==> config.mk <==
export PLATFORM = sky130hd
export DESIGN_NAME = open_drain_bus_pad_control
export DESIGN_NICKNAME = d
export VERILOG_FILES = /design/src/core/pad_ctrl_pkg.sv /design/src/core/pad_input_filter.sv /design/src/core/open_drain_bus_pad_control.sv
export SDC_FILE = /design/constraint.sdc
export NUM_CORES = 1
export LEC_CHECK = 0
export BUFFER_PORTS_ARGS = -buffer_cell sky130_fd_sc_hd__buf_2
export CAP_MARGIN = 15
export CORE_ASPECT_RATIO = 1.5
export CORE_MARGIN = 2
export CORE_UTILIZATION = 50
export CTS_CLUSTER_DIAMETER = 80
export DETAILED_ROUTE_END_ITERATION = 10
export PLACE_DENSITY_LB_ADDON = 0.12
export SYNTH_ARGS = -nofsm -noshare
export SYNTH_HDL_FRONTEND = slang
export SYNTH_HIERARCHICAL = 1
export SYNTH_SLANG_ARGS = --single-unit
==> constraint.sdc <==
create_clock -name pclk -period 2.7 [get_ports pclk]
set_clock_uncertainty 0.15 [all_clocks]
set_input_delay 0.27 -clock pclk [delete_from_list [all_inputs] [get_ports pclk]]
set_output_delay 0.27 -clock pclk [all_outputs]
set_load 0.01 [all_outputs]
==> src/core/pad_ctrl_pkg.sv <==
// Shared constants and types for the open-drain bus pad control block
package pad_ctrl_pkg;

  // ----------------------------------------------------------------
  // Register map
  // ----------------------------------------------------------------
  localparam logic [31:0] BUS_PAD0_CONTROL_ADDR = 32'h4004_4010;
  localparam logic [31:0] BUS_PAD1_CONTROL_ADDR = 32'h4004_4014;
  localparam logic [31:0] PAD_STATUS_ADDR       = 32'h4004_4018;

  localparam int NUM_PADS     = 2;
  localparam int NUM_DIV_CLKS = 7;

  // ----------------------------------------------------------------
  // Field positions and codes
  // ----------------------------------------------------------------
  localparam int PIN_FUNCTION_SELECT_LSB   = 0;
  localparam int MODE_LSB   = 8;
  localparam int SCOUNT_LSB = 11;
  localparam int CLKSEL_LSB = 13;

  localparam logic [2:0] PIN_FUNCTION_SELECT_GPIO       = 3'h0;
  localparam logic [2:0] PIN_FUNCTION_SELECT_BUS        = 3'h1;
  localparam logic [2:0] CLKSEL_RESERVED = 3'h7;
  localparam logic [1:0] SCOUNT_BYPASS   = 2'h0;
  localparam logic       FILTER_RESET_LEVEL = 1'b1;

  typedef enum logic [1:0] {
    MODE_STD_FAST  = 2'b00,
    MODE_PLAIN_IO  = 2'b01,
    MODE_FAST_PLUS = 2'b10,
    MODE_RESERVED  = 2'b11
  } bus_pad_mode_t;

  typedef struct packed {
    logic [2:0]    filter_clock_select;
    logic [1:0]    sample_count;
    bus_pad_mode_t bus_pad_mode;
    logic [2:0]    pin_function_select;
  } pad_cfg_t;

  localparam pad_cfg_t PAD_CFG_RESET = '0;

  typedef struct packed {
    logic pad_o;
    logic pad_oe_n;
    logic fast_plus;
    logic bus_spike_filter_en;
    logic plain_io;
  } pad_drive_t;

  localparam pad_drive_t PAD_DRIVE_RESET = '{pad_o: 1'b0, pad_oe_n: 1'b1, fast_plus: 1'b0,
                                             bus_spike_filter_en: 1'b1, plain_io: 1'b0};

  // ----------------------------------------------------------------
  // APB carriers
  // ----------------------------------------------------------------
  typedef struct packed {
    logic        psel;
    logic        penable;
    logic        pwrite;
    logic [31:0] paddr;
    logic [31:0] pwdata;
  } apb_req_t;

  typedef struct packed {
    logic [31:0] prdata;
    logic        pready;
    logic        pslverr;
  } apb_rsp_t;

  typedef struct packed {
    pad_cfg_t [NUM_PADS-1:0]   cfg;
    logic [31:0]               rdata;
    logic [NUM_PADS-1:0]       sync1;
    logic [NUM_PADS-1:0]       sync2;
    pad_drive_t [NUM_PADS-1:0] drive;
  } top_state_t;

  typedef struct packed {
    logic       level;
    logic [1:0] run;
  } filt_state_t;

  // ----------------------------------------------------------------
  // Word packing
  // ----------------------------------------------------------------
  function automatic logic [31:0] cfg_to_word(input pad_cfg_t c);
    logic [31:0] w;
    w = 32'h0000_0000;
    w[PIN_FUNCTION_SELECT_LSB +: 3]   = c.pin_function_select;
    w[MODE_LSB +: 2]   = c.bus_pad_mode;
    w[SCOUNT_LSB +: 2] = c.sample_count;
    w[CLKSEL_LSB +: 3] = c.filter_clock_select;
    return w;
  endfunction : cfg_to_word

  function automatic pad_cfg_t word_to_cfg(input logic [31:0] w);
    pad_cfg_t c;
    c.pin_function_select = w[PIN_FUNCTION_SELECT_LSB +: 3];
    c.bus_pad_mode        = bus_pad_mode_t'(w[MODE_LSB +: 2]);
    c.sample_count        = w[SCOUNT_LSB +: 2];
    c.filter_clock_select = w[CLKSEL_LSB +: 3];
    return c;
  endfunction : word_to_cfg

endpackage : pad_ctrl_pkg

==> src/core/pad_input_filter.sv <==
// Digital glitch filter for one pad input, sampled on a shared divider tick
`timescale 1ns/10ps
`default_nettype none

module pad_input_filter
  import pad_ctrl_pkg::*;
(
  input  wire logic                    pclk,
  input  wire logic                    presetn,
  input  wire logic                    clk_en,
  input  wire logic                    raw_in,
  input  wire logic [1:0]              sample_count,
  input  wire logic [2:0]              filter_clock_select,
  input  wire logic [NUM_DIV_CLKS-1:0] div_tick,
  output logic                         filt_out
);

  filt_state_t state_reg;
  filt_state_t state_next;
  logic        tick;
  logic [2:0]  run_inc;

  // ----------------------------------------------------------------
  // Tick selection
  // ----------------------------------------------------------------
  // Reserved select has no tick, so outside bypass the filter holds its level
  always_comb begin
    if (filter_clock_select == CLKSEL_RESERVED) begin
      tick = 1'b0;
    end else begin
      tick = div_tick[filter_clock_select];
    end
  end

  // ----------------------------------------------------------------
  // Filter state
  // ----------------------------------------------------------------
  always_comb begin
    state_next = state_reg;
    run_inc    = {1'b0, state_reg.run} + 3'h1;
    if (sample_count == SCOUNT_BYPASS) begin
      state_next.level = raw_in;
      state_next.run   = 2'h0;
    end else if (raw_in == state_reg.level) begin
      state_next.run = 2'h0;
    end else if (tick) begin
      // New level must survive sample_count ticks in a row
      if (run_inc >= {1'b0, sample_count}) begin
        state_next.level = raw_in;
        state_next.run   = 2'h0;
      end else begin
        state_next.run = run_inc[1:0];
      end
    end
  end

  always_ff @(posedge pclk or negedge presetn) begin
    if (!presetn) begin
      state_reg <= '{level: FILTER_RESET_LEVEL, run: 2'h0};
    end else if (clk_en) begin
      state_reg <= state_next;
    end
  end

  assign filt_out = state_reg.level;
endmodule : pad_input_filter

`default_nettype wire

==> src/core/open_drain_bus_pad_control.sv <==
// Control registers and pad logic for the two open-drain bus pads
`timescale 1ns/10ps
`default_nettype none

module open_drain_bus_pad_control
  import pad_ctrl_pkg::*;
(
  input  wire logic                               pclk,
  input  wire logic                               presetn,
  input  wire logic                               clk_en,
  input  wire pad_ctrl_pkg::apb_req_t             apb_req,
  output pad_ctrl_pkg::apb_rsp_t                  apb_rsp,
  input  wire logic [pad_ctrl_pkg::NUM_DIV_CLKS-1:0] pin_filter_divider_clock,
  input  wire logic [pad_ctrl_pkg::NUM_PADS-1:0]  gpio_out_value,
  input  wire logic [pad_ctrl_pkg::NUM_PADS-1:0]  gpio_out_enable,
  input  wire logic [pad_ctrl_pkg::NUM_PADS-1:0]  bus_drive_low,
  input  wire logic [pad_ctrl_pkg::NUM_PADS-1:0]  pad_i,
  output pad_ctrl_pkg::pad_drive_t [pad_ctrl_pkg::NUM_PADS-1:0] pad_drive,
  output pad_ctrl_pkg::pad_cfg_t [pad_ctrl_pkg::NUM_PADS-1:0]   pad_config,
  output logic [pad_ctrl_pkg::NUM_PADS-1:0]       pad_in_value
);

  import pad_ctrl_pkg::*;

  top_state_t          state_reg;
  top_state_t          state_next;
  logic                setup_phase;
  logic                access_phase;
  logic [1:0]          hit_pad;
  logic                hit_status;
  logic                unmapped;
  logic [NUM_PADS-1:0] filtered;

  // ----------------------------------------------------------------
  // Address decode
  // ----------------------------------------------------------------
  // Full-address compare; the block sits at a fixed system address
  always_comb begin
    hit_pad[0] = (apb_req.paddr == BUS_PAD0_CONTROL_ADDR);
    hit_pad[1] = (apb_req.paddr == BUS_PAD1_CONTROL_ADDR);
    hit_status = (apb_req.paddr == PAD_STATUS_ADDR);
    unmapped   = !(hit_pad[0] || hit_pad[1] || hit_status);
  end

  assign setup_phase  = apb_req.psel && !apb_req.penable;
  assign access_phase = apb_req.psel && apb_req.penable;

  // Stall the bus while frozen so no write is taken and then lost
  assign apb_rsp.pready  = access_phase && clk_en;
  assign apb_rsp.pslverr = access_phase && clk_en && unmapped;
  assign apb_rsp.prdata  = state_reg.rdata;

  // ----------------------------------------------------------------
  // Next state
  // ----------------------------------------------------------------
  always_comb begin
    state_next = state_reg;

    // Pad input synchronisers
    state_next.sync1 = pad_i;
    state_next.sync2 = state_reg.sync1;

    // Read data is captured in the setup cycle, ahead of any write
    if (setup_phase && !apb_req.pwrite) begin
      if (hit_pad[0]) begin
        state_next.rdata = cfg_to_word(state_reg.cfg[0]);
      end else if (hit_pad[1]) begin
        state_next.rdata = cfg_to_word(state_reg.cfg[1]);
      end else if (hit_status) begin
        state_next.rdata = {{(32-NUM_PADS){1'b0}}, filtered};
      end else begin
        state_next.rdata = 32'h0000_0000;
      end
    end

    // Writes only keep the defined fields
    if (access_phase && apb_req.pwrite) begin
      for (int p = 0; p < NUM_PADS; p++) begin
        if (hit_pad[p]) begin
          state_next.cfg[p] = word_to_cfg(apb_req.pwdata);
        end
      end
    end

    // Pad drivers: the pad can only pull low
    for (int p = 0; p < NUM_PADS; p++) begin
      state_next.drive[p].pad_o = 1'b0;
      case (state_reg.cfg[p].pin_function_select)
        PIN_FUNCTION_SELECT_GPIO: begin
          state_next.drive[p].pad_oe_n = !(gpio_out_enable[p] && !gpio_out_value[p]);
        end
        PIN_FUNCTION_SELECT_BUS: begin
          state_next.drive[p].pad_oe_n = !bus_drive_low[p];
        end
        default: begin
          state_next.drive[p].pad_oe_n = 1'b1;
        end
      endcase
      case (state_reg.cfg[p].bus_pad_mode)
        MODE_STD_FAST: begin
          state_next.drive[p].fast_plus           = 1'b0;
          state_next.drive[p].bus_spike_filter_en = 1'b1;
          state_next.drive[p].plain_io            = 1'b0;
        end
        MODE_PLAIN_IO: begin
          state_next.drive[p].fast_plus           = 1'b0;
          state_next.drive[p].bus_spike_filter_en = 1'b0;
          state_next.drive[p].plain_io            = 1'b1;
        end
        MODE_FAST_PLUS: begin
          state_next.drive[p].fast_plus           = 1'b1;
          state_next.drive[p].bus_spike_filter_en = 1'b1;
          state_next.drive[p].plain_io            = 1'b0;
        end
        default: begin
          // Reserved code behaves as the reset bus mode
          state_next.drive[p].fast_plus           = 1'b0;
          state_next.drive[p].bus_spike_filter_en = 1'b1;
          state_next.drive[p].plain_io            = 1'b0;
        end
      endcase
    end
  end

  // ----------------------------------------------------------------
  // State register
  // ----------------------------------------------------------------
  always_ff @(posedge pclk or negedge presetn) begin
    if (!presetn) begin
      state_reg.cfg   <= {NUM_PADS{PAD_CFG_RESET}};
      state_reg.rdata <= 32'h0000_0000;
      // Idle high, as the filter, so no false edge follows reset
      state_reg.sync1 <= {NUM_PADS{FILTER_RESET_LEVEL}};
      state_reg.sync2 <= {NUM_PADS{FILTER_RESET_LEVEL}};
      state_reg.drive <= {NUM_PADS{PAD_DRIVE_RESET}};
    end else if (clk_en) begin
      state_reg <= state_next;
    end
  end

  // ----------------------------------------------------------------
  // Input filters
  // ----------------------------------------------------------------
  for (genvar g = 0; g < NUM_PADS; g++) begin : gen_filter
    pad_input_filter u_filter (
      .pclk                (pclk),
      .presetn             (presetn),
      .clk_en              (clk_en),
      .raw_in              (state_reg.sync2[g]),
      .sample_count        (state_reg.cfg[g].sample_count),
      .filter_clock_select (state_reg.cfg[g].filter_clock_select),
      .div_tick            (pin_filter_divider_clock),
      .filt_out            (filtered[g])
    );
  end

  assign pad_drive    = state_reg.drive;
  assign pad_config   = state_reg.cfg;
  assign pad_in_value = filtered;
endmodule : open_drain_bus_pad_control

`default_nettype wire

==> results of run 1 <==
cells in the mapped netlist (5+ instances only):
| cell type | instances | area (um^2) |
|---|---|---|
| sky130_fd_sc_hd__a21oi_1 | 6 | 30.0 |
| sky130_fd_sc_hd__buf_4 | 62 | 465 |
| sky130_fd_sc_hd__clkbuf_1 | 5 | 18.8 |
| sky130_fd_sc_hd__dfrtp_1 | 38 | 951 |
| sky130_fd_sc_hd__dfstp_2 | 10 | 263 |
| sky130_fd_sc_hd__inv_1 | 10 | 37.5 |
| sky130_fd_sc_hd__mux2_2 | 26 | 293 |
| sky130_fd_sc_hd__mux2i_1 | 12 | 120 |
| sky130_fd_sc_hd__nand2_1 | 10 | 37.5 |
| sky130_fd_sc_hd__nand3b_1 | 7 | 52.6 |
| sky130_fd_sc_hd__nor2_1 | 8 | 30.0 |
| sky130_fd_sc_hd__o21ai_0 | 16 | 80.1 |
how the worst max path moves through the flow:
stage | slack [ns] | end | cells past startpoint | start
3_3_place_gp | 0.41 | apb_rsp[10] | 5 | apb_req[47]
6_report | 0.70 | apb_rsp[0] | 6 | apb_req[39]
3_5_place_dp | 0.37 | apb_rsp[13] | 5 | apb_req[39]
4_1_cts | 0.67 | apb_rsp[0] | 6 | apb_req[39]
5_1_grt | 0.57 | apb_rsp[13] | 5 | apb_req[40]
2_1_floorplan | 0.64 | pad_config[0] | 4 | apb_req[39]
layer usage:
metal	part of all wire, %	wire length (um)	vias up	track usage, %
met5	0	0	-	0
met4	1.4	88	0	5.81
met3	5.0	304	6	3.54
met2	52	3200	70	33.4
met1	41	2500	1007	24.1
li1	-	-	1013	-
layout make-up:
type	count	area, um^2
Tap cell	72	90.1
Inverter	10	37.5
Sequential cell	48	1210
Fill cell	561	2450
Clock inverter	3	46.3
Clock buffer	5	68.8
Multi-Input combinational cell	170	1330
Timing Repair Buffer	109	558
placed cells by master, fill, tap and decap left out, drive strengths merged, types with 5 or more instances in the layout:
master,n
buf,109
dfrtp,38
mux2,28
conb,24
o21ai,18
mux2i,14
inv,11
nand2,10
dfstp,10
nor2,8
nand3b,7
a21oi,6
nor4b,6
clkbuf,5
nor4,5
critical path: stages:
cell and delay [ns]:
sky130_fd_sc_hd__buf_2 0.10, sky130_fd_sc_hd__nor4b_1 0.30, sky130_fd_sc_hd__nand4_1 0.36, sky130_fd_sc_hd__a211oi_1 0.33
sky130_fd_sc_hd__nor2b_1 0.07, sky130_fd_sc_hd__buf_2 0.14
per-stage QoR:
step | area [um^2] | hold WS [ns] | cells
2_1_floorplan | 3060 | -0.176 | 296
3_3_place_gp | 3220 | 0.312 | 409
3_5_place_dp | 3220 | 0.319 | 409
4_1_cts | 3340 | 0.0164 | 417
5_1_grt | 3340 | 0.0513 | 417
6_report | 3340 | -0.0209 | 417
cell families (layout without fill, tap and decap cells):
kind of cell | after synthesis | after routing | synth area share, %
buffers and inverters | 78 | 127 | 17.6
AND/OR/NAND/NOR | 55 | 55 | 12.1
flip-flops | 48 | 48 | 40.8
multiplexers | 44 | 44 | 17.6
AO/OA/AOI/OAI | 39 | 39 | 8.07
adder cells (fa/ha/maj) | 6 | 6 | 3.03
XOR/XNOR | 2 | 2 | 0.588
other | 1 | 24 | 0.126
report_power, final:
part	switching, mW	leakage [nW]	total (mW)	internal, mW
combinational	0.0891	1.02	0.166	0.0764
clock	0.252	0.0548	0.532	0.279
sequential	0.0169	0.636	0.762	0.746
total	0.358	1.71	1.46	1.10
==> flow_results.org, run 1 <==
** STA
- In the final timing run, aggregate negative setup slack is 0 ns.
- Final Hold Fails :: 20
- The number of pins exceeding their max-slew limit in the final report was 0.
- # setup viols final :: 0
- In the post-route analysis, the smallest setup slack over all paths is 0.702 ns.
- Worst slew margin :: about 33%
- Share of the clock period used by the worst path after layout :: between 70 and 80%
- Min Hold Slack :: -0.0209 ns
- Final worst path period need :: roughly 2 ns
- Worst-Margin Slew :: between 1 and 1.5 ns
- RSZ-0062 raised after global routing :: no
- Max Clock Freq :: roughly 500 MHz

** Setup path
- The setup check on the worst reg-to-reg path leaves a slack of 0.75 ns.
- Data on the critical path is required at its endpoint by 2.28 ns.
- Worst endpoint data arrival time :: 1.58 ns
- In this run the worst path has a maximum fanout of 5.
- STA classifies the critical path startpoint as an input pin.
- Depth of the worst register-to-register path :: 5
- Endpoint type of the worst setup path :: output port
- Crit path kind :: in2out
- Launching point of the worst reg2reg path :: pad_config[6]
- R2R Path End :: gen_filter[0].u_filter/state_reg[0]

** CTS
- After clock tree synthesis, the clock-pin slew on the worst setup and hold paths is 0.10 ns.
- The later pin in the worst-skew pair is clocked with a latency of 0.30 ns.
- CTS Hold Bufs :: 0
- The H-tree was split into 2 levels.
- Clock tree sinks :: 48
- CTS Buf Count :: 5
- The number of gates resized after CTS was 0.
- CTS tree :: done
- In this run the post-CTS setup repair buffer count came out at 0.
- No sink is reached through more buffers than the 2 on the longest clock path.
- Master cell of the clock root buffer :: sky130_fd_sc_hd__clkbuf_8

** Logic synthesis
- Flops & latches, synth :: 48
- In this run, synthesis inferred 0 flip-flops with an integrated enable.
- Distinct cell type count of the synthesized netlist :: 42
- Async SR Flop Fraction :: 100%
- Among all flip-flop cells after synthesis, the most frequent one is sky130_fd_sc_hd__dfrtp_1.
- Cell area after technology mapping :: 2980 um^2
- The share of the Yosys chip area taken by registers is slightly above 40%.
- Synthesis handed over a netlist of 273 instances.
- A synthesized cell averages 10.9 um^2.
- The Yosys step of the flow raised 6 warnings.

** Final layout
- Diodes inserted :: 0
- Final standard cell utilization of the core :: between 50 and 60%
- The area growth from synthesis to layout is 12.1%.
- The post-route netlist has 47.5% of its cells at a drive strength greater than 1.
- For this run, the post-layout net count is 435.
- Flip-flop count of the largest register after layout :: 20

** Outcome
- The run finished, with violations left.
- Violated checks :: negative hold slack

** Route
- In the final routed layout, each cell accounts on average for 14.6 um.
- Number of nets with antenna violations after routing :: 0
- The first TritonRoute pass finished after 4 iterations.
- The first routing iteration left slightly above 70 violations.
- Residual DRC :: 0
- Per-cell via count in the routed design :: 5.03
- Routed Wire Length :: approximately 6000 um
- For this block, the via count after detailed routing is approximately 2100.

** Power and ir drop
- The analysis attributes to cell leakage a power of 1.71 nW.
- Maximum vdd ir drop :: 0.477 mV
- After layout, the design draws a total of 1.46 mW.
- Power per cell area :: 437 nW/um^2

** Worst hold path
- Hold WC Path Type :: in2async

** Die
- Initial standard-cell utilization of the core :: 51.5%
- Die Height :: just under 100 um
- For this design the top-level I/O count stands at around 150.
- The die covers 6600 um^2.
- The region available for standard cell placement spans 5790 um^2.
- The die is approximately 67 um wide.
- Row cnt :: 34

** Global route
- After global routing the overflow that remains totals 0.
- Entering global routing, the biggest net connects 47 pins.
- Global routing used 19.3% of the available tracks.
- Number of antenna violations at the first check in global routing :: 0
- The first global-routing pass estimated 9820 um of wire.
- The via count of the first global-routing pass is 2054.

** Place
- Before CTS, the worst setup slack after placement is 0.374 ns.
- Port buffer count :: 104
- Once detailed placement completed, the half-perimeter wirelength came to 4580 um.
- Routability-driven placement finished with a final weighted congestion of 0.740.

** Job
- Total of max-cap violations :: 0
(Power assumes the default switching activity.)
==> run 2, diff against run 1 <==
- CORE_UTILIZATION: 50 -> 42
- clock period: 2.7 -> 1.7 ns (I/O delays scaled with it)
==> run 2 against run 1 <==
The flow finishes with violations (negative setup slack); power is 63% higher; largest power group unchanged; critical path depth is 1 lower; non-clock buffer count is 38 higher; clock power is 58% higher; die area is 18% higher; sequential power is 59% higher; cell count is 11% higher; largest cell class unchanged; flip-flop and latch count stayed put; count of clock-buffer cells in the layout stayed put; via count is 8.2% higher; global-route usage is 2.0 points lower.
==> flow_results.org, run 2 (same netlist as run 1, synthesis figures left out) <==
** Route
- The total number of vias was 2268 (was 2096).
- The routed metal-1 wirelength is 2530 um (was 2500 um).
- Detail-routed net length per standard cell :: 14.2 um (was 14.6 um)
- The number of antenna-violating nets in the routed design came to 0 (unchanged).
- Pre-antenna DRT Iters :: 4 (unchanged)
- DRC violation total after the first TritonRoute iteration :: 41 (was 72)
- The wire length on met2 came to 3560 um (was 3200 um).
- Uppermost metal layer occupied by signal nets :: met4 (unchanged)
- The routed wire length was 6540 um (was 6090 um).
- The detailed-routed wire length on met3 is 299 um (was 304 um).
- The ratio of routed vias to standard cells is 4.92 (was 5.03).
- Residual DRC :: 0 (unchanged)

** STA
- After layout, the worst path uses 107% of the clock period.
- Max Clock Freq :: roughly 550 MHz
- Final worst path period need :: 1.82 ns
- The setup violation total in the final timing report was 6 (was 0).
- The final worst slack is -0.115 ns (was 0.702 ns).
- The number of pins exceeding their max-slew limit in the final report was 0 (unchanged).
- RSZ-0062 raised after global routing :: yes (was no)
- The final hold violation count was 0 (was 20).

** Die
- The area enclosed by the die boundary is 7790 um^2 (was 6600 um^2).
- The core area was 6850 um^2 (was 5790 um^2).
- The number of placed I/O pins was 151 (unchanged).
- The die span in y came to 107 um (was 98.5 um).
- The initial standard-cell utilization of the core is 43.5% (was 51.5%).
- The width of the die was 72.8 um (was 67.0 um).
- The number of rows created at floorplan is 37 (was 34).

** Place
- Cell count after placement :: 439 (was 409)
- The area of placed instances is 3480 um^2 (was 3220 um^2).
- The placer's final routability congestion estimate came to 0.788 (was 0.740).
- Port buffer count :: 104 (unchanged)
- Worst setup slack before clock tree synthesis :: -0.297 ns (was 0.374 ns)
- The post-DP HPWL was 5080 um (was 4580 um).

** Power and ir drop
- Switching share of power :: 24.7% (was 24.5%)
- Internal :: 1.80 mW (was 1.10 mW)
- The proportion of power drawn by flip-flops and latches is 50.6% (was 52.2%).
- Maximum vdd ir drop :: 0.400 mV (was 0.477 mV)
- The areal power density over the cells is 622 nW/um^2 (was 437 nW/um^2).
- Combinational share of power :: 14.2% (was 11.3%)
- Switching Power :: 590 uW (was 358 uW)
- The clock network power share is 35.3% (was 36.4%).
- The total power came to 2.39 mW (was 1.46 mW).
- The static leakage power came to 1.96 nW (was 1.71 nW).

** CTS
- The clock input transition at the sequential cells of the worst setup and hold paths came to 0.10 ns (about the same).
- Skew-Pair Late Insertion Delay :: 0.30 ns (about the same)
- CTS tree :: done (unchanged)
- Max Root-Sink Buffers :: 2 (unchanged)
- H-tree depth reported by CTS :: 2 (unchanged)
- The CTS buffer count was 5 (unchanged).
- The buffer cell driving the clock tree root is sky130_fd_sc_hd__clkbuf_8 (unchanged).
- Clock tree sinks :: 48 (unchanged)

** Setup path
- Slowest cell on the critical path :: sky130_fd_sc_hd__fa_1 (was sky130_fd_sc_hd__nand4_1)
- Family of cells with the greatest summed delay on the critical path :: adder cells (was simple AND/OR/NAND/NOR gates)
- The critical path required time was 1.79 ns (was 2.28 ns).
- Crit path kind :: reg2reg (was in2out)
- The element type at the critical path end is a flop (was output port).
- Highest cell delay on the worst timing path :: 0.48 ns (was 0.36 ns)
- Critical-path cell list :: inv_2 -> fa_1 -> a31o_4 -> nor4b_4 -> mux2_4 (was buf_2 -> nor4b_1 -> nand4_1 -> a211oi_1 -> nor2b_1 -> buf_2)
- Critical path buffers and inverters :: 1 (was 2)
- Worst endpoint data arrival time :: 1.91 ns (was 1.58 ns)
- The biggest fanout along the worst timing path is 3 (was 5).
- The type of origin of the critical path is a flop (was input pin).

** Job
- The number of violations of the max-capacitance limit is 0 (unchanged).

** Global route
- Wire length of the first global-routing pass :: 10300 um (was 9820 um)
- The via count of the first global-routing pass came to 2224 (was 2054).
- The maximum number of pins on one net before global-route repair was 49 (was 47).
- Overflow after GRT :: 0 (unchanged)
- The global-route usage over all layers was 17.3% (was 19.3%).
- Number of antenna violations at the first check in global routing :: 0 (unchanged)

** Final layout
- Number of filler instances in the final layout :: 612 (was 561)
- Layout cell share with drive strength beyond 1 :: 53.3% (was 47.5%)
- Net total in the final layout :: 473 (was 435)
- Fin cells :: 461 (was 417)
- The area added between synthesis and finish came to 28.8% (was 12.1%).
- The number of antenna cells inserted was 0 (unchanged).
- Flip-flop count of the largest register after layout :: 20 (unchanged)
- The final design area excluding fillers came to 3830 um^2 (was 3340 um^2).
- Most frequent cells in the layout :: 104 x sky130_fd_sc_hd__buf_2, 38 x sky130_fd_sc_hd__dfrtp_1, 26 x sky130_fd_sc_hd__buf_4 (was 104 x sky130_fd_sc_hd__buf_2, 38 x sky130_fd_sc_hd__dfrtp_1, 26 x sky130_fd_sc_hd__mux2_2)
- Most common cell after layout, fill and taps aside :: sky130_fd_sc_hd__buf_2 (unchanged)

** Outcome
- Outcome: finished, violations left (unchanged).
- Violated checks :: negative setup slack (was negative hold slack)

** Worst hold path
- Hold WC Path Type :: in2reg (was in2async)
-- run 2: layer usage --
layer  vias to the layer above  track usage [%]
li1                       1087                -
met1                      1090             19.6
met2                        80             32.0
met3                        11             2.54
met4                         0             6.22
met5                         -                0
-- run 2: per-stage QoR --
| step | hold WS [ns] | TNS, ns | utilization (%) |
|---|---|---|---|
| 2_1_floorplan | -0.276 | -4.18 | - |
| 3_3_place_gp | 0.0245 | -7.07 | 50.7 |
| 3_5_place_dp | 0.0263 | -8.10 | 50.7 |
| 4_1_cts | 0.0614 | -0.608 | 54.9 |
| 5_1_grt | 0.0900 | -1.10 | 56.0 |
| 6_report | 0.0627 | -0.610 | 56.0 |
-- run 2: worst min-delay path, delay by kind of cell --
family | cells | cell delay [ns]
compound gates | 2 | 0.14
simple gates | 1 | 0.13
buf+inv | 1 | 0.07
-- run 2: final cells by class --
class | count | area (um^2) | share of cell area [%]
well taps | 78 | 97.6 | 2.54
inverters | 10 | 37.5 | 0.979
clock buffers | 5 | 68.8 | 1.79
clock inverters | 3 | 47.5 | 1.24
repair buffers | 147 | 900 | 23.5
flip-flops and latches | 48 | 1210 | 31.6
multi-input cells | 170 | 1470 | 38.3
-- run 2: worst paths after layout --
path | from | endpoint | slack (ns) | depth (start not counted)
setup / recovery | pad_config[6] | gen_filter[0].u_filter/state_reg[0] | -0.12 | 5
hold / removal | bus_drive_low[0] | pad_drive[3] | 0.06 | 4
setup reg to reg | pad_config[6] | gen_filter[0].u_filter/state_reg[0] | -0.12 | 5
hold reg to reg | apb_rsp[3] | apb_rsp[3] | 0.33 | 2
max in group asynchronous | presetn | state_next[10] | 0.87 | 3
min in group asynchronous | presetn | pad_config[17] | 0.24 | 3
-- run 2: what timing repair did --
action | 4_1_cts | 5_1_grt
gates resized for setup | 7 | 13
buffers inserted | 0 | 1
endpoints found under the setup margin | 6 | 29
hold endpoints to repair | 70 | 0
pin swaps | 7 | 7
hold buffers | 13 | 0
-- run 2: power groups by stage --
| stage | clock [mW] | sequential (mW) | combinational (mW) |
|---|---|---|---|
| after floorplan | 0 | 1.23 | 0.178 |
| after global placement | 0 | 1.23 | 0.302 |
| after detailed placement | 0 | 1.23 | 0.307 |
| after CTS | 0.874 | 1.21 | 0.333 |
| after global routing | 0.931 | 1.21 | 0.372 |
| final | 0.841 | 1.21 | 0.339 |
==> run 3, diff against run 2 <==
- CORE_MARGIN: 2 -> default
- clock period: 1.7 -> 1.57 ns (I/O delays scaled with it)
==> run 3 against run 2 <==
The run ends with design-rule violations, negative setup slack left; die area shrank 4.6%; fmax shrank 1.5%; non-clock buffer count grew 7; register-to-register slack lost 0.16 ns; first-iteration DRC count grew 130%; critical path type unchanged; largest cell class unchanged.
==> flow_results.org, run 3 (same netlist as run 1, synthesis figures left out) <==
** Setup path
- The element type at the critical path end was a flop (unchanged).
- Critical Path Source Type :: flop (unchanged)
- R2R Path End :: gen_filter[0].u_filter/filt_out (was gen_filter[0].u_filter/state_reg[0])
- Maximum net fanout on the critical path :: 3 (unchanged)
- The critical path required time is 1.65 ns (was 1.79 ns).
- Crit path kind :: reg2reg (unchanged)
- Depth of the worst register-to-register path :: 5 (unchanged)
- The signal arrival time at the worst endpoint came to 1.93 ns (was 1.91 ns).
- The minimum setup slack among reg-to-reg paths is -0.27 ns (was -0.12 ns).
- The launch instance of the worst register-to-register path is gen_filter[0].u_filter/state_reg[0] (was pad_config[6]).

** Die
- Width of the chip :: 70.8 um (was 72.8 um)
- The die span in y is 105 um (was 107 um).
- Row cnt :: 37 (unchanged)
- Initial standard-cell utilization of the core :: 43.5% (unchanged)
- The core area was 6850 um^2 (unchanged).
- The number of placed I/O pins was 151 (unchanged).
- Die area :: 7440 um^2 (was 7790 um^2)

** Power and ir drop
- The static leakage power was 2.03 nW (was 1.96 nW).
- Switching Power :: 665 uW (was 590 uW)
- Combinational share of power :: 15.8% (was 14.2%)
- Flop pwr share :: 49.2% (was 50.6%)
- Clk pwr share :: 35.0% (was 35.3%)
- The peak ir drop on the vdd network was 0.522 mV (was 0.400 mV).
- Switching share of power :: 25.2% (was 24.7%)
- Internal :: 1.97 mW (was 1.80 mW)
- Power per cell area :: 655 nW/um^2 (was 622 nW/um^2)

** CTS
- CTS clock-pin slew for the worst setup and hold paths :: 0.10 ns (about the same)
- Skew-Pair Late Insertion Delay :: 0.30 ns (about the same)
- Max Root-Sink Buffers :: 2 (unchanged)
- Clock tree sinks :: 48 (unchanged)
- The CTS buffer count was 5 (unchanged).
- The buffer cell driving the clock tree root was sky130_fd_sc_hd__clkbuf_8 (unchanged).
- The TritonCTS clock tree is done (unchanged).
- The deepest level of the CTS H-tree is 2 (unchanged).

** Final layout
- The fill cell instance count of the final layout is 626 (was 612).
- Most frequent cells in the layout :: 99 x sky130_fd_sc_hd__buf_2, 38 x sky130_fd_sc_hd__dfrtp_1, 29 x sky130_fd_sc_hd__buf_4 (was 104 x sky130_fd_sc_hd__buf_2, 38 x sky130_fd_sc_hd__dfrtp_1, 26 x sky130_fd_sc_hd__buf_4)
- Sequential standard cell area :: 1210 um^2 (unchanged)
- Flip-flop count of the largest register after layout :: 20 (unchanged)
- Final standard cell utilization of the core :: 58.8% (was 56.0%)
- Net total in the final layout :: 480 (was 473)
- Fin cells :: 468 (was 461)
- The layout cell share with drive strength beyond 1 was 54.9% (was 53.3%).
- The number of antenna cells inserted was 0 (unchanged).
- The commonest non-fill, non-tap cell in the layout is sky130_fd_sc_hd__buf_2 (unchanged).
- Multi-input gate area in the final layout :: 1560 um^2 (was 1470 um^2)
- Final non-filler cell area :: 4030 um^2 (was 3830 um^2)
- The area added between synthesis and finish was 35.3% (was 28.8%).

** Route
- Per-cell via count in the routed design :: 4.93 (was 4.92)
- The number of detailed-route iterations in the first pass was 8 (was 4).
- Routed Wire Length :: 7060 um (was 6540 um)
- The number of antenna-violating nets in the routed design came to 0 (unchanged).
- DRC violation total after the first TritonRoute iteration :: 95 (was 41)
- Vias :: 2307 (was 2268)
- Residual DRC :: 18 (was 0)
- Detail-routed net length per standard cell :: 15.1 um (was 14.2 um)

** STA
- Fin worst setup slack :: -0.273 ns (was -0.115 ns)
- The final hold violation count is 0 (unchanged).
- Final worst path period need :: 1.84 ns (was 1.82 ns)
- The number of pins exceeding their max-slew limit in the final report was 0 (unchanged).
- Max Clock Freq :: 543 MHz (was 551 MHz)
- Min Hold Slack :: 0.0469 ns (was 0.0627 ns)
- Share of the clock period used by the worst path after layout :: 117% (was 107%)
- RSZ-0062 raised after global routing: yes (unchanged).
- The setup violation total in the final timing report is 6 (unchanged).

** Global route
- The via count of the first global-routing pass came to 2285 (was 2224).
- Wire length of the first global-routing pass :: 11100 um (was 10300 um)
- Largest net degree at the start of global routing :: 21 (was 49)
- The overall overflow remaining after global route is 0 (unchanged).
- The number of antenna violations at the first check in global routing was 0 (unchanged).
- Overall global routing resource usage :: 19.3% (was 17.3%)

** Place
- Final RePlAce weighted congestion :: 0.791 (was 0.788)
- Dpl hpwl :: 5400 um (was 5080 um)
- The number of placed cells counting well taps was 446 (was 439).
- The post-place setup slack is -0.316 ns (was -0.297 ns).
- Port buffer count :: 104 (unchanged)
- Area after detailed placement :: 3530 um^2 (was 3480 um^2)

** Worst hold path
- Start point of the worst hold path :: bus_drive_low[0] (unchanged)
- The number of cells traversed by the worst hold path was 4 (unchanged).
- End point of the most critical hold path :: pad_drive[3] (unchanged)
- Hold WC Path Type :: in2reg (unchanged)

** Job
- The number of violations of the max-capacitance limit was 0 (unchanged).

** Outcome
- Violated checks: design-rule violations, negative setup slack (was negative setup slack).
- Outcome :: finished, violations left (unchanged)
run 3: worst max-delay path, cell delays in order, from the launching register on:
cell,delay (ns)
sky130_fd_sc_hd__dfrtp_1,0.42
sky130_fd_sc_hd__fa_1,0.59
sky130_fd_sc_hd__a31o_4,0.19
sky130_fd_sc_hd__nand3_2,0.07
sky130_fd_sc_hd__mux2_4,0.26
sky130_fd_sc_hd__o211ai_1,0.09
run 3: final cells by class:
type                    count  share of cell area, %
repair buffers            154                   24.9
clock buffers               5                   1.71
inverters                  10                  0.932
clock inverters             3                   1.15
flip-flops and latches     48                   30.1
well taps                  78                   2.42
multi-input cells         170                   38.8
run 3: metrics by stage:
stage | setup TNS (ns) | total power, mW
after floorplan | -8.19 | 1.52
after global placement | -8.89 | 1.68
after detailed placement | -9.49 | 1.69
after CTS | -1.55 | 2.64
after global routing | -2.07 | 2.74
final | -1.53 | 2.64
run 3: power groups by stage:
| stage | Combinational [mW] | Sequential (mW) | Clock (mW) |
|---|---|---|---|
| 6_report | 0.417 | 1.30 | 0.922 |
| 5_1_grt | 0.456 | 1.30 | 0.986 |
| 4_1_cts | 0.401 | 1.30 | 0.944 |
| 3_5_place_dp | 0.367 | 1.32 | 0 |
| 3_3_place_gp | 0.363 | 1.32 | 0 |
| 2_1_floorplan | 0.193 | 1.33 | 0 |
run 3: worst max path at each step:
stage / startpoint / to / slack, ns / cells after the start
after floorplan: apb_req[59] / pad_config[0] / -0.31 / 4
after global placement: apb_req[51] / pad_config[5] / -0.28 / 7
after detailed placement: gen_filter[1].u_filter/state_reg[0] / gen_filter[1].u_filter/state_reg[0] / -0.32 / 4
after CTS: pad_config[6] / gen_filter[0].u_filter/state_reg[1] / -0.28 / 5
after global routing: gen_filter[0].u_filter/state_reg[0] / gen_filter[0].u_filter/filt_out / -0.32 / 5
final: gen_filter[0].u_filter/state_reg[0] / gen_filter[0].u_filter/filt_out / -0.27 / 5
run 3: layer usage:
| layer | global-route usage [%] | routed length [um] | vias up |
|---|---|---|---|
| li1 | - | - | 1102 |
| met1 | 21.4 | 2690 | 1116 |
| met2 | 36.5 | 3940 | 76 |
| met3 | 3.18 | 285 | 13 |
| met4 | 6.57 | 150 | 0 |
| met5 | 0 | 0 | - |
run 3: timing repair:
item                                    CTS  global route
endpoints found under the hold margin    57             0
hold buffers                             13             0
buffers inserted                          0             1
pin swaps                                 6            14
resized for setup                        12            41
endpoints found under the setup margin    7            30
